**src/shared/cms_pkg.sv**
```systemverilog
package cms_pkg;
    // Register port geometry
    localparam int ADDR_W = 8;
    localparam int DATA_W = 32;
    localparam logic [7:0] OFS_CTRL = 8'h00;
    localparam logic [7:0] OFS_START_PERIOD = 8'h04;
    localparam logic [7:0] OFS_STATUS = 8'h08;
    localparam logic [7:0] OFS_PHASES = 8'h0C;

    // Control register fields and reset value
    localparam int CTRL_OSC_EN_BIT = 0;
    localparam logic [31:0] CTRL_RESET = 32'h00000001;

    // Status register field positions
    localparam int STAT_POS_LSB = 0;
    localparam int STAT_MODE_LSB = 4;
    localparam int STAT_TRIP_LSB = 8;
    localparam int STAT_DIR_BIT = 16;

    // Phase code register field positions, two bits per phase
    localparam int PHC_ONE_LSB = 0;
    localparam int PHC_TWO_LSB = 2;
    localparam int PHC_THREE_LSB = 4;

    // Start oscillator period
    localparam int CLK_HZ = 100_000_000;
    localparam int START_TIME_MS = 500;
    localparam int START_CYCLES = START_TIME_MS * (CLK_HZ / 1000);

    // Sequence positions
    localparam logic [2:0] POS_LAST = 3'h5;
    localparam logic [2:0] POS_RESET_FWD = 3'h0;
    localparam logic [2:0] POS_RESET_REV = 3'h1;

    // Drivers: index 2*p is the upper (source) of phase p, 2*p+1 the lower (sink)
    localparam int NUM_PHASES = 3;
    localparam int NUM_DRV = 6;
    localparam logic [5:0] DRV_ALL_LOW = 6'h2A;

    typedef enum logic [1:0] {PH_Z, PH_L, PH_H} cms_phase_t;
    typedef enum logic [1:0] {MODE_NORMAL, MODE_RESET, MODE_TEST, MODE_BRAKE} cms_mode_t;
endpackage

```
**src/shared/cms_drv_if.sv**
```systemverilog
interface cms_drv_if;
    import cms_pkg::*;
    logic [NUM_DRV-1:0] demand;
    logic [NUM_DRV-1:0] ovt;
    logic [NUM_DRV-1:0] on;
    logic [NUM_DRV-1:0] trip;

    modport seq (output demand, output ovt, input on, input trip);
    modport stage (input demand, input ovt, output on, output trip);
endinterface

```
**src/design/cms_drv_stage.sv**
```systemverilog
module cms_drv_stage
    import cms_pkg::*;
(
    input wire logic clk_sys,
    input wire logic rstn,
    cms_drv_if.stage drv
);
    logic [NUM_DRV-1:0] on_r;
    logic [NUM_DRV-1:0] trip_r;

    // One guarded driver per transistor; the sensor only counts while it is asked to conduct
    for (genvar i = 0; i < NUM_DRV; i++) begin : g_drv
        always_ff @(posedge clk_sys) begin
            if (!rstn) begin
                on_r[i] <= 1'b0;
                trip_r[i] <= 1'b0;
            end else begin
                on_r[i] <= drv.demand[i] & ~drv.ovt[i];
                trip_r[i] <= drv.demand[i] & drv.ovt[i];
            end
        end
    end

    assign drv.on = on_r;
    assign drv.trip = trip_r;
endmodule

```
**src/design/cms_sequencer.sv**
```systemverilog
// Contract
// - Reset held with direction high gives phase one Z, two low, three high.
// - Six-state sequence per direction; reverse starts at HLZ and wraps around.
// - Brake beats test, test beats reset, reset beats normal running.
// - Each phase is high, low or floating; exactly one floats per state.
// - Each driver has its own thermal sense while on and shuts off when hot.
// - Brake forces all three phases low by turning on all three sink drivers.
// - Commutation pulses restart the start oscillator; its expiry advances one state.
module cms_sequencer
    import cms_pkg::*;
#(
    parameter int START_CYC = START_CYCLES
) (
    input wire logic clk_sys,
    input wire logic rstn,
    input wire logic direction,
    input wire logic brake,
    input wire logic test_mode,
    input wire logic reset_input_level,
    input wire logic comm_pulse,
    input wire logic [NUM_DRV-1:0] ovt_in,
    input wire logic [ADDR_W-1:0] reg_addr,
    input wire logic [DATA_W-1:0] reg_wdata,
    input wire logic reg_wr,
    input wire logic reg_rd,
    output logic [DATA_W-1:0] reg_rdata,
    output logic start_pulse,
    output logic phase_one_out,
    output logic phase_one_out_oe_n,
    output logic phase_two_out,
    output logic phase_two_out_oe_n,
    output logic phase_three_out,
    output logic phase_three_out_oe_n
);
    cms_drv_if drv();

    cms_drv_stage u_stage (
        .clk_sys(clk_sys),
        .rstn(rstn),
        .drv(drv.stage)
    );

    cms_mode_t mode_c;
    logic [2:0] pos_r;
    logic [2:0] pos_nxt;
    logic [31:0] ctrl_r;
    logic [31:0] period_r;
    logic [31:0] osc_cnt_r;
    logic [DATA_W-1:0] rdata_r;
    logic osc_expire;
    logic advance;
    cms_phase_t [NUM_PHASES-1:0] codes_c;
    logic [NUM_DRV-1:0] demand_c;

    // Fixed priority among the control pins
    always_comb begin
        if (brake) begin
            mode_c = MODE_BRAKE;
        end else if (test_mode) begin
            mode_c = MODE_TEST;
        end else if (reset_input_level) begin
            mode_c = MODE_RESET;
        end else begin
            mode_c = MODE_NORMAL;
        end
    end

    // Start oscillator; period zero disables it rather than firing every cycle
    assign osc_expire = ctrl_r[CTRL_OSC_EN_BIT] && (period_r != 32'h00000000)
                        && (osc_cnt_r >= period_r - 32'h00000001);
    assign start_pulse = osc_expire && (mode_c == MODE_NORMAL) && !comm_pulse;

    // Counter held at zero while disabled, so enabling cannot fire a stale expiry
    always_ff @(posedge clk_sys) begin
        if (!rstn) begin
            osc_cnt_r <= 32'h00000000;
        end else if (comm_pulse || mode_c != MODE_NORMAL || osc_expire || !ctrl_r[CTRL_OSC_EN_BIT]) begin
            osc_cnt_r <= 32'h00000000;
        end else begin
            osc_cnt_r <= osc_cnt_r + 32'h00000001;
        end
    end

    // Test mode steps only on commutation strobes, so the oscillator cannot disturb it
    assign advance = (mode_c == MODE_NORMAL && (comm_pulse || start_pulse))
                     || (mode_c == MODE_TEST && comm_pulse);

    // One position per strobe; reverse walks the same ring backwards
    always_comb begin
        if (direction) begin
            pos_nxt = (pos_r == POS_LAST) ? 3'h0 : pos_r + 3'h1;
        end else begin
            pos_nxt = (pos_r == 3'h0) ? POS_LAST : pos_r - 3'h1;
        end
    end

    // Brake holds the position so running resumes where it stopped
    always_ff @(posedge clk_sys) begin
        if (!rstn) begin
            pos_r <= POS_RESET_FWD;
        end else if (mode_c == MODE_RESET) begin
            pos_r <= direction ? POS_RESET_FWD : POS_RESET_REV;
        end else if (advance) begin
            pos_r <= pos_nxt;
        end
    end

    // Position to phase codes: ZLH HLZ HZL ZHL LHZ LZH
    always_comb begin
        case (pos_r)
            3'h0: codes_c = '{PH_H, PH_L, PH_Z};
            3'h1: codes_c = '{PH_Z, PH_L, PH_H};
            3'h2: codes_c = '{PH_L, PH_Z, PH_H};
            3'h3: codes_c = '{PH_L, PH_H, PH_Z};
            3'h4: codes_c = '{PH_Z, PH_H, PH_L};
            3'h5: codes_c = '{PH_H, PH_Z, PH_L};
            default: codes_c = '{PH_Z, PH_Z, PH_Z};
        endcase
    end

    // Driver demand per phase; brake turns on every sink
    always_comb begin
        demand_c = '0;
        for (int p = 0; p < NUM_PHASES; p++) begin
            if (mode_c == MODE_BRAKE) begin
                demand_c[2*p+1] = 1'b1;
            end else begin
                demand_c[2*p] = (codes_c[p] == PH_H);
                demand_c[2*p+1] = (codes_c[p] == PH_L);
            end
        end
    end

    assign drv.demand = demand_c;
    assign drv.ovt = ovt_in;

    // Pins follow the registered driver state; a tripped driver floats its pin
    assign phase_one_out = drv.on[0];
    assign phase_one_out_oe_n = ~(drv.on[0] | drv.on[1]);
    assign phase_two_out = drv.on[2];
    assign phase_two_out_oe_n = ~(drv.on[2] | drv.on[3]);
    assign phase_three_out = drv.on[4];
    assign phase_three_out_oe_n = ~(drv.on[4] | drv.on[5]);

    // Register writes
    always_ff @(posedge clk_sys) begin
        if (!rstn) begin
            ctrl_r <= CTRL_RESET;
            period_r <= 32'(START_CYC);
        end else if (reg_wr) begin
            if (reg_addr == OFS_CTRL) begin
                ctrl_r <= reg_wdata & 32'h00000001;
            end
            if (reg_addr == OFS_START_PERIOD) begin
                period_r <= reg_wdata;
            end
        end
    end

    // Register reads: data in the following cycle only, unmapped reads give zero
    always_ff @(posedge clk_sys) begin
        if (!rstn) begin
            rdata_r <= 32'h00000000;
        end else if (reg_rd) begin
            case (reg_addr)
                OFS_CTRL: rdata_r <= ctrl_r;
                OFS_START_PERIOD: rdata_r <= period_r;
                OFS_STATUS: begin
                    rdata_r <= 32'h00000000;
                    rdata_r[STAT_POS_LSB +: 3] <= pos_r;
                    rdata_r[STAT_MODE_LSB +: 2] <= mode_c;
                    rdata_r[STAT_TRIP_LSB +: NUM_DRV] <= drv.trip;
                    rdata_r[STAT_DIR_BIT] <= direction;
                end
                OFS_PHASES: begin
                    rdata_r <= 32'h00000000;
                    rdata_r[PHC_ONE_LSB +: 2] <= codes_c[0];
                    rdata_r[PHC_TWO_LSB +: 2] <= codes_c[1];
                    rdata_r[PHC_THREE_LSB +: 2] <= codes_c[2];
                end
                default: rdata_r <= 32'h00000000;
            endcase
        end else begin
            rdata_r <= 32'h00000000;
        end
    end

    assign reg_rdata = rdata_r;

    a_reset_fwd_state:
    assert property (@(posedge clk_sys) disable iff (!rstn)
        (mode_c == MODE_RESET && direction && ovt_in == 6'h00)[*3]
        |-> drv.on == 6'h18 && !phase_three_out_oe_n && phase_one_out_oe_n)
        else $error("reset with forward direction did not give Z L H");

    a_step_order:
    assert property (@(posedge clk_sys) disable iff (!rstn)
        (advance && !direction && pos_r == 3'h0) |=> pos_r == POS_LAST)
        else $error("reverse step from first position did not wrap to last");

    a_brake_wins:
    assert property (@(posedge clk_sys) disable iff (!rstn)
        (brake |-> mode_c == MODE_BRAKE) and (!brake && test_mode |-> mode_c == MODE_TEST))
        else $error("control priority resolved wrongly");

    a_one_float:
    assert property (@(posedge clk_sys) disable iff (!rstn)
        mode_c != MODE_BRAKE |-> $countones(demand_c) == 2
        && $countones(demand_c & 6'h15) == 1 && $countones(demand_c & DRV_ALL_LOW) == 1)
        else $error("commutation state does not float exactly one phase");

    a_hot_off:
    assert property (@(posedge clk_sys) disable iff (!rstn)
        ##1 ((drv.on & $past(ovt_in)) == 6'h00) && ((drv.trip & ~$past(demand_c)) == 6'h00))
        else $error("driver stayed on while hot or tripped while off");

    a_brake_all_low:
    assert property (@(posedge clk_sys) disable iff (!rstn)
        (brake && ovt_in == 6'h00) |=> drv.on == DRV_ALL_LOW && !phase_one_out && !phase_two_out)
        else $error("brake did not force every phase low");

    a_start_restart:
    assert property (@(posedge clk_sys) disable iff (!rstn)
        comm_pulse ##1 (!comm_pulse && mode_c == MODE_NORMAL && ctrl_r[CTRL_OSC_EN_BIT] && !osc_expire)
        |=> osc_cnt_r == 32'h00000001)
        else $error("commutation pulse did not restart the start oscillator");

    a_single_step:
    assert property (@(posedge clk_sys) disable iff (!rstn)
        (mode_c == MODE_NORMAL && advance && direction)
        |=> pos_r == (($past(pos_r) == POS_LAST) ? 3'h0 : $past(pos_r) + 3'h1))
        else $error("strobe did not advance exactly one position");

    a_hold_idle:
    assert property (@(posedge clk_sys) disable iff (!rstn)
        (!advance && mode_c != MODE_RESET) |=> $stable(pos_r))
        else $error("position moved without a strobe");
endmodule

```
**config.mk**
```make
export PLATFORM = sky130hd
export DESIGN_NAME = cms_sequencer
export DESIGN_NICKNAME = d
export VERILOG_FILES = /design/src/shared/cms_pkg.sv /design/src/shared/cms_drv_if.sv /design/src/design/cms_drv_stage.sv /design/src/design/cms_sequencer.sv
export SDC_FILE = /design/constraint.sdc
export NUM_CORES = 1
export LEC_CHECK = 0
export BUFFER_PORTS_ARGS = -buffer_cell sky130_fd_sc_hd__buf_2
export CORE_MARGIN = 10
export CORE_UTILIZATION = 39
export CTS_BUF_LIST = sky130_fd_sc_hd__clkbuf_8
export DETAILED_ROUTE_END_ITERATION = 12
export GPL_TIMING_DRIVEN = 0
export HOLD_SLACK_MARGIN = 0.08
export MAX_ROUTING_LAYER = met4
export PLACE_DENSITY = 0.61
export SETUP_SLACK_MARGIN = 0.1
export SLEW_MARGIN = 20
export SYNTH_ARGS = -nofsm -noshare
export SYNTH_HDL_FRONTEND = slang
export SYNTH_SLANG_ARGS = --single-unit
```
**constraint.sdc**
```tcl
create_clock -name clk_sys -period 4.8 [get_ports clk_sys]
set_clock_uncertainty 0.1 [all_clocks]
set_input_delay 0.48 -clock clk_sys [delete_from_list [all_inputs] [get_ports clk_sys]]
set_output_delay 0.48 -clock clk_sys [all_outputs]
set_load 0.03 [all_outputs]
```
**After elaboration in Yosys (flattened, before gate mapping)**

Index checks and enable logic that the tools add are counted.

- Flip-flop bits (word level): 112
- Input port bits: 55
- Output and inout bits: 39
- Word-level logic and storage cells: 104

- Add/sub/neg operators: 4
- Magnitude comparators: 1
- Equality and inequality tests: 17
- Muxes and demuxes: 17
- Bitwise gates (word level): 25
- Reduce and logical (&&, ||, !) cells: 23

Operators by type and width:

| operator | count |
|---|---|
| 32-bit one-hot mux with 4 select lines | 1 |
| 6-bit one-hot mux with 6 select lines | 1 |
| 32-bit by 1-bit adder with 32-bit output (second input constant) | 1 |
| 32-bit greater-or-equal comparator | 1 |
| 32-bit nonzero test | 1 |
| 32-bit by 1-bit subtractor with 32-bit output (second input constant) | 1 |
| 8-bit by 4-bit == test with 1-bit output (second input constant) | 2 |
| 3-bit 2-to-1 mux | 5 |
| 1-bit AND | 12 |
| 2-bit == test (second input constant) | 5 |
| 1-bit NOT | 10 |
| 2-bit by 1-bit == test with 1-bit output (second input constant) | 4 |
| 8-bit by 3-bit == test with 1-bit output (second input constant) | 1 |
| 8-bit logical NOT | 1 |
| 1-bit 2-to-1 mux | 8 |
| 3-bit by 2-bit == test with 1-bit output (second input constant) | 2 |
| 3-bit == test (second input constant) | 2 |
| 1-bit logical AND | 6 |
| 2-bit AND reduction | 3 |
| 1-bit logical OR | 5 |
| 2-bit 2-to-1 mux | 2 |
| 2-bit nonzero test | 2 |
| 3-bit by 1-bit adder with 3-bit output (second input constant) | 1 |
| 3-bit by 1-bit == test with 1-bit output (second input constant) | 1 |
| other kinds (6) | 9 |

**Logic depth before layout (Yosys ltp)**

Gate-level depths: netlist (run 1).

- Word-level depth: 11
- Depth in mapped cells: 17
- Mapped depth without buffers: 15

**Modules after synthesis**

From an unflattened synthesis (run 1), not the netlist that was laid out.

- Cells, all modules: 652
- Area total of the unflattened synthesis: 5655.4 um^2

By module, submodules not included:

| module | times used | cells an instance | area each (um^2) | sequential area each (um^2) |
|---|---|---|---|---|
| cms_sequencer | 1 | 627 | 5311.3 | 2001.9 |
| cms_drv_stage | 1 | 25 | 344.1 | 240.2 |

**Least setup slack after synthesis (run 1)**

Ideal clock, no wire load.

- Kind: register -> output
- From: register period_r[2]
- To: output port start_pulse
- Arrival: 3.464 ns
- Setup slack: 0.756 ns
- Cell stages (with the launch flop): 16
- Path through: dfxtp_1 > nor3_2 > and3_1 > nand3b_1 > or3_1 > buf_2 > or2_4 > nor3_1 > xnor2_1 > ha_1 > nand4_1 > nor3_1 > nand2_1 > o22ai_1 > o21bai_2 > nor2b_1

- Word-level cells in the longest chain between the ends: 5
- Elaborated cells on any way between the ends: 7
- Those cells by class: 1 x add/sub; 1 x order compare; 5 x reduce/logical

Ends and longest elaborated chain:

| what | line | source |
|---|---|---|
| start, declared | cms_sequencer.sv:47 | `logic [31:0] period_r;` |
| start signal, assigned | cms_sequencer.sv:149 | `period_r <= 32'(START_CYC);` |
| start signal, assigned | cms_sequencer.sv:155 | `period_r <= reg_wdata;` |
| 32-bit by 1-bit subtractor with 32-bit output or 32-bit nonzero test (tied branches) | cms_sequencer.sv:70, cms_sequencer.sv:69 |  |
| 32-bit greater-or-equal comparator or 1-bit logical AND (tied branches) | cms_sequencer.sv:70, cms_sequencer.sv:69 |  |
| 1-bit logical AND (*) | cms_sequencer.sv:70 | `&& (osc_cnt_r >= period_r - 32'h00000001);` |
| 1-bit logical AND (*) (2 in a row) | cms_sequencer.sv:71 | `assign start_pulse = osc_expire && (mode_c == MODE_NORMAL) && !comm_pulse;` |
| end, declared | cms_sequencer.sv:27 | `output logic start_pulse,` |

Every way passes the cells marked *; elsewhere a longest branch is shown, timed or not.

**Worst setup path in the final report (run 1)**

- From: register period_r[4]
- To: output port start_pulse

The elaborated chain is that of the path after synthesis.

==> out/results.ini, run 1 <==
[run_status]
status=finished clean

[global_route]
antenna_found_initial=0
grt_pass1_vias=4901
grt_usage=0.156
grt_first_pass_wirelength_mm=24.2
grt_start_max_net_pins=19
grt_overflow=0

[power_and_ir_drop]
swShare=0.237
peakVddDrop_v=0.000148
total_power_mw=1.66
powerDensity_mw_per_mm2=249
seqPwrFrac=0.565
p_switching_uw=393
p_int_mw=1.26
clkPwrFrac=0.380
combPwrFrac=0.054
p_leak_nw=2.68

[logic_synthesis]
yosys-mux-area-fraction=0.00541
synth_fa_ha_area_frac=0.0790
yosysWarnings=0
yosys.area_share.simple=0.284
syn-num-nets=757
synth_common_cells=dfxtp_1, nand2_1, nor2_1
syn_avg_cell_area_um2=8.32
synth_compound_area_frac=0.0920
synth_area_leaders=dfxtp_1, ha_1, xnor2_1
synth_edf_count=0
async_flop_share=0
synth_top_family_by_area=simple AND/OR/NAND/NOR gates
ys.flop_type=dfxtp_1
synth-xor-area-share=0.0963
synth_cell_types=51
synth_most_common_cell=dfxtp_1
syn_inst=667
post_synth_instance_area_mm2=0.00555
synth_top_area_frac=0.404
ys_seq_area_frac=0.404
synth_area_leader_cell=dfxtp_1
ys_seq_elements=112

[hold_path]
hold_class=in2reg

[timing]
max_clock_freq_mhz=218
drv_slew=0
period_share=0.955
rsz0062_at_grt=true
worst_pin_slew_ns=0.603
period_minus_slack_ns=4.59
relSlewSlack=0.595
setup_violations=0
hold_viol=0

[finish]
drive_gt1_frac=0.188
fin_nets=869
n_antenna_cell=0
area_growth_syn_to_layout_pct=19.8
utilization=0.479

[setup_path]
path_cells=nor3_4 > and3_4 > nand3b_1 > or3_1 > buf_2 > or2_4 > nor3_4 > xnor2_1 > ha_1 > nand4_1 > nor3_4 > nand4_1 > o22ai_2 > o21bai_4 > nor2b_4 > buf_6
critPathArrivalTime_ns=4.01
max_stage_delay_ns=0.37
start_kind=register
endpoint_kind=primary output
crit_type=reg2out
cp_slowest_cell=dfxtp_4
path_max_fanout=7
path_common_cell=nor3_4
cp.required_ns=4.22

[detailed_routing]
vias=4936
routedWlPerCell_um=15.6
dr.pass1.iters=5
drt-total-wl_mm=15.1
drc_errors=0
drt_iter0_markers=255
drtAntennaViolNets=0
routed_via_density=5.12

[clock_tree]
clk_latency_ns=0.40
cts_buffers=9
htreeDepth=3
clkTransAtPathRegs_ns=0.10
cts_buffer_depth=2
clock-sinks=112
ctsHoldBuffers=0
cts_root_buf=clkbuf_8
cts_tree=done

[placement]
gp_congestion=0.901
io_buffers=91
dpl.hpwl_mm=11.9

[die]
die_y_um=139
die_area_mm2=0.0194
start_util=0.400
die-width_um=139
coreArea_mm2=0.0139
io_pins=94
row_count=43

[run]
cap_violations=0

==> cells in the final DEF (no fill, tap or decap), types with 21 or more instances in the layout <==
master,n
dfxtp_1,108
ha_1,35
nand3_1,30
o21ai_0,21
a21oi_1,36
nor2_1,84
xnor2_1,46
buf_2,95
nand2_1,95
and2_1,24
==> per-stage QoR <==
step / area (µm²) / worst slack [ns] / setup TNS [ns] / std cells / hold WS (ns)
after floorplan: 5550 / 0.756 / 0 / 667 / 0.326
after global placement: 6230 / 0.207 / 0 / 938 / 0.345
after detailed placement: 6230 / 0.179 / 0 / 938 / 0.371
after CTS: 6490 / 0.112 / 0 / 954 / 0.122
after global routing: 6640 / -0.00553 / -0.00553 / 964 / 0.127
final: 6640 / 0.214 / 0 / 964 / 0.144
==> worst paths after layout <==
path | startpoint | to | slack, ns | cells after the start
worst max-delay path | period_r[4] | start_pulse | 0.21 | 16
worst min-delay path | ovt_in[1] | u_stage.drv.on[1] | 0.14 | 2
worst max register to register | period_r[4] | pos_r[0] | 0.56 | 17
worst min register to register | osc_cnt_r[0] | osc_cnt_r[0] | 0.38 | 1
==> sequential cells by signal, indices dropped and copies added (netlist names) <==
signal,flops
reg_rdata,32
period_r,32
u_stage.drv.trip,6
ctrl_r,1
u_stage.drv.on,6
osc_cnt_r,32
pos_r,3
==> per-layer routing <==
layer / wire length, µm / GRT usage / part of all wire
met4: 238 / 0.0505 / 0.016
met1: 7050 / 0.193 / 0.47
met5: 0 / - / 0
met3: 768 / 0.0388 / 0.051
met2: 7010 / 0.245 / 0.47
==> kinds of logic (layout without fill, tap and decap cells) <==
group | Yosys count | after routing
xor+xnor | 61 | 61
fa+ha+maj | 35 | 35
compound gates | 85 | 85
simple gates | 321 | 321
flops | 112 | 112
mux | 3 | 3
buf+inv | 50 | 167
==> worst max-delay path, delay by kind of cell (launching register included) <==
family	cells	cell delay, ns
compound gates	2	0.38
xor+xnor	1	0.08
fa+ha+maj	1	0.31
buf+inv	2	0.32
flops	1	0.37
simple gates	10	2.14
==> timing repair <==
action | 4_1_cts | 5_1_grt
hold endpoints to repair | 0 | 0
pin swaps | 2 | 12
setup endpoints to repair | 1 | 1
resized for setup | 9 | 17
buffers inserted | 0 | 10
==> cell type report <==
| type | instances | area (µm²) |
|---|---|---|
| multi-input combinational | 505 | 3190 |
| timing repair buffer | 101 | 537 |
| sequential | 112 | 2250 |
| clock buffer | 9 | 124 |
| tap | 180 | 225 |
| clock inverter | 7 | 95.1 |
| buffer | 31 | 146 |
| fill | 1377 | 7240 |
| inverter | 19 | 71.3 |
==> power groups by stage <==
stage / clock network, mW / logic, mW / registers (mW)
CTS: 0.646 / 0.0891 / 0.938
global route: 0.681 / 0.0994 / 0.937
finish: 0.630 / 0.0897 / 0.937
global placement: 0 / 0.0874 / 0.959
detailed placement: 0 / 0.0886 / 0.959
floorplan: 0 / 0.0447 / 0.960
No activity file was read; power rests on OpenSTA's default activity.
==> inputs of run 2 (changes only) <==
==> constraint.sdc (replaced) <==
create_clock -name clk_sys -period 4.8 [get_ports clk_sys]
set_clock_uncertainty 0.1 [all_clocks]
set_input_delay 0.24 -clock clk_sys [delete_from_list [all_inputs] [get_ports clk_sys]]
set_output_delay 0.24 -clock clk_sys [all_outputs]
set_load 0.03 [all_outputs]
==> out/results.ini, run 2 (synthesized netlist as in run 1, its figures left out) <==
[setup_path]
endpoint_kind=primary output
worst-path-buf-inv=3
critPathArrivalTime_ns=4.09
crit_type=reg2out
cp_slowest_cell=nor4_2
path_common_cell=nand4_1
r2r_slack_ns=0.67
start_kind=register
r2r_end=pos_r[0]
path_cells=clkbuf_2 > nor4_2 > nand3b_1 > or3_1 > buf_2 > or2_4 > nor3_1 > xnor2_1 > ha_1 > nand4_1 > nor3_4 > nand4_1 > o22ai_2 > o21bai_2 > nor2b_2 > clkbuf_4
cp.required_ns=4.46
cp_top_family=simple AND/OR/NAND/NOR gates
path_max_fanout=7
max_stage_delay_ns=0.33
worstRegToRegCells=16
r2r_start=period_r[6]

[finish]
drive_gt1_frac=0.166
utilization=0.500
area_growth_syn_to_layout_pct=25.0
layout_common_cells=dfxtp_1, buf_2, nand2_1, nor2_1, xnor2_1
final_cell_area_mm2=0.00694
final_common_cell=dfxtp_1
fin_nets=904
fillerInstances=1338

[timing]
hold_viol=0
timing.hold.ws_ns=0.111
fin_setup_tns_ns=0
worst_pin_slew_ns=0.577
max_clock_freq_mhz=226
rsz0062_at_grt=false
period_minus_slack_ns=4.43
drv_slew=0
setup_violations=0
relSlewSlack=0.612
period_share=0.924

[power_and_ir_drop]
powerDensity_mw_per_mm2=243
peakVddDrop_v=0.000151
p_leak_nw=2.82

[clock_tree]
cts_tree=done
cts_buffers=9
htreeDepth=3
clock-sinks=112
cts_buffer_depth=2
cts_root_buf=clkbuf_8
clk_latency_ns=0.40
clkTransAtPathRegs_ns=0.10

[hold_path]
hold_end=reg_rdata[5]
worstHoldStart=reg_rd
hold_class=in2reg
hold_depth=3

[global_route]
grt_overflow=0
antenna_found_initial=1
busiest_layer=met2
use_met1=0.194
grt.met2_usage=0.259
groute.layer.met3.usage=0.0412
grt_pass1_vias=5049
grt_first_pass_wirelength_mm=25.2
grt_start_max_net_pins=19
grt_usage=0.162

[detailed_routing]
drtAntennaViolNets=0
drt_iter0_markers=335
drt-total-wl_mm=15.6
dr.pass1.iters=5
drc_errors=0
vias=5072
routedWlPerCell_um=15.6
routed_via_density=5.07

[die]
die-width_um=139
coreArea_mm2=0.0139
io_pins=94
start_util=0.400
row_count=43
die_y_um=139
die_area_mm2=0.0194

[placement]
io_buffers=91
dpl-instance-area_mm2=0.00623
dpl.hpwl_mm=11.9
gp_congestion=0.901

[run]
cap_violations=0

[run_status]
status=finished clean

==> run 2: cell types whose count changed in the layout (fill, tap and decap cells not counted), sizes merged <==
cell and delta:
dlygate4sd3 +40, clkbuf +1, diode +1, buf -6
==> run 2: power breakdown <==
group | switching [mW] | total, mW | internal, mW
combinational | 0.0600 | 0.115 | 0.0554
sequential | 0.00259 | 0.938 | 0.935
clock | 0.336 | 0.631 | 0.295
total | 0.398 | 1.68 | 1.29
==> run 2: repair_timing <==
item,CTS,global route
hold buffers,40,0
endpoints found under the setup margin,1,2
gates resized for setup,2,8
pin swaps,0,3
endpoints found under the hold margin,46,0
buffers inserted,0,5
==> run 2: worst max path at each step <==
stage           startpoint  depth (start not counted)  slack [ns]           to
3_5_place_dp   period_r[2]                         16        0.36     pos_r[0]
4_1_cts        period_r[2]                         16        0.14  start_pulse
2_1_floorplan  period_r[2]                         15         1.0  start_pulse
6_report       period_r[6]                         16        0.37  start_pulse
5_1_grt        period_r[6]                         16        0.12  start_pulse
3_3_place_gp   period_r[2]                         16        0.39     pos_r[0]
==> run 2: worst register-to-register path, delay by kind of cell, from the launching register on <==
family                   cells  cell delay (ns)
AO/OA/AOI/OAI                4             0.99
flip-flops                   1             0.31
adder cells (fa/ha/maj)      1             0.32
XOR/XNOR                     1             0.10
AND/OR/NAND/NOR              8             1.93
buffers and inverters        2             0.33
==> run 2: routing by layer <==
layer	vias up	share of wire
met5	-	0
li1	2568	-
met1	2338	0.46
met3	23	0.047
met2	143	0.47
met4	0	0.023
==> run 2: area by class of cell <==
type	count	area, µm²	area share
antenna	1	2.50	0.000361
buffer	31	146	0.0211
clock buffer	9	124	0.0179
clock inverter	7	95.1	0.0137
inverter	19	71.3	0.0103
multi-input combinational	505	3130	0.452
sequential	112	2240	0.323
tap	180	225	0.0325
timing repair buffer	136	896	0.129
==> run 2: stage by stage <==
step                      std cells  total power [mW]  worst slack [ns]
after floorplan                 667              1.00             0.996
after global placement          938              1.05             0.386
after detailed placement        938              1.05             0.363
after CTS                       994              1.70             0.135
after global routing           1000              1.75             0.115
final                          1000              1.68             0.367
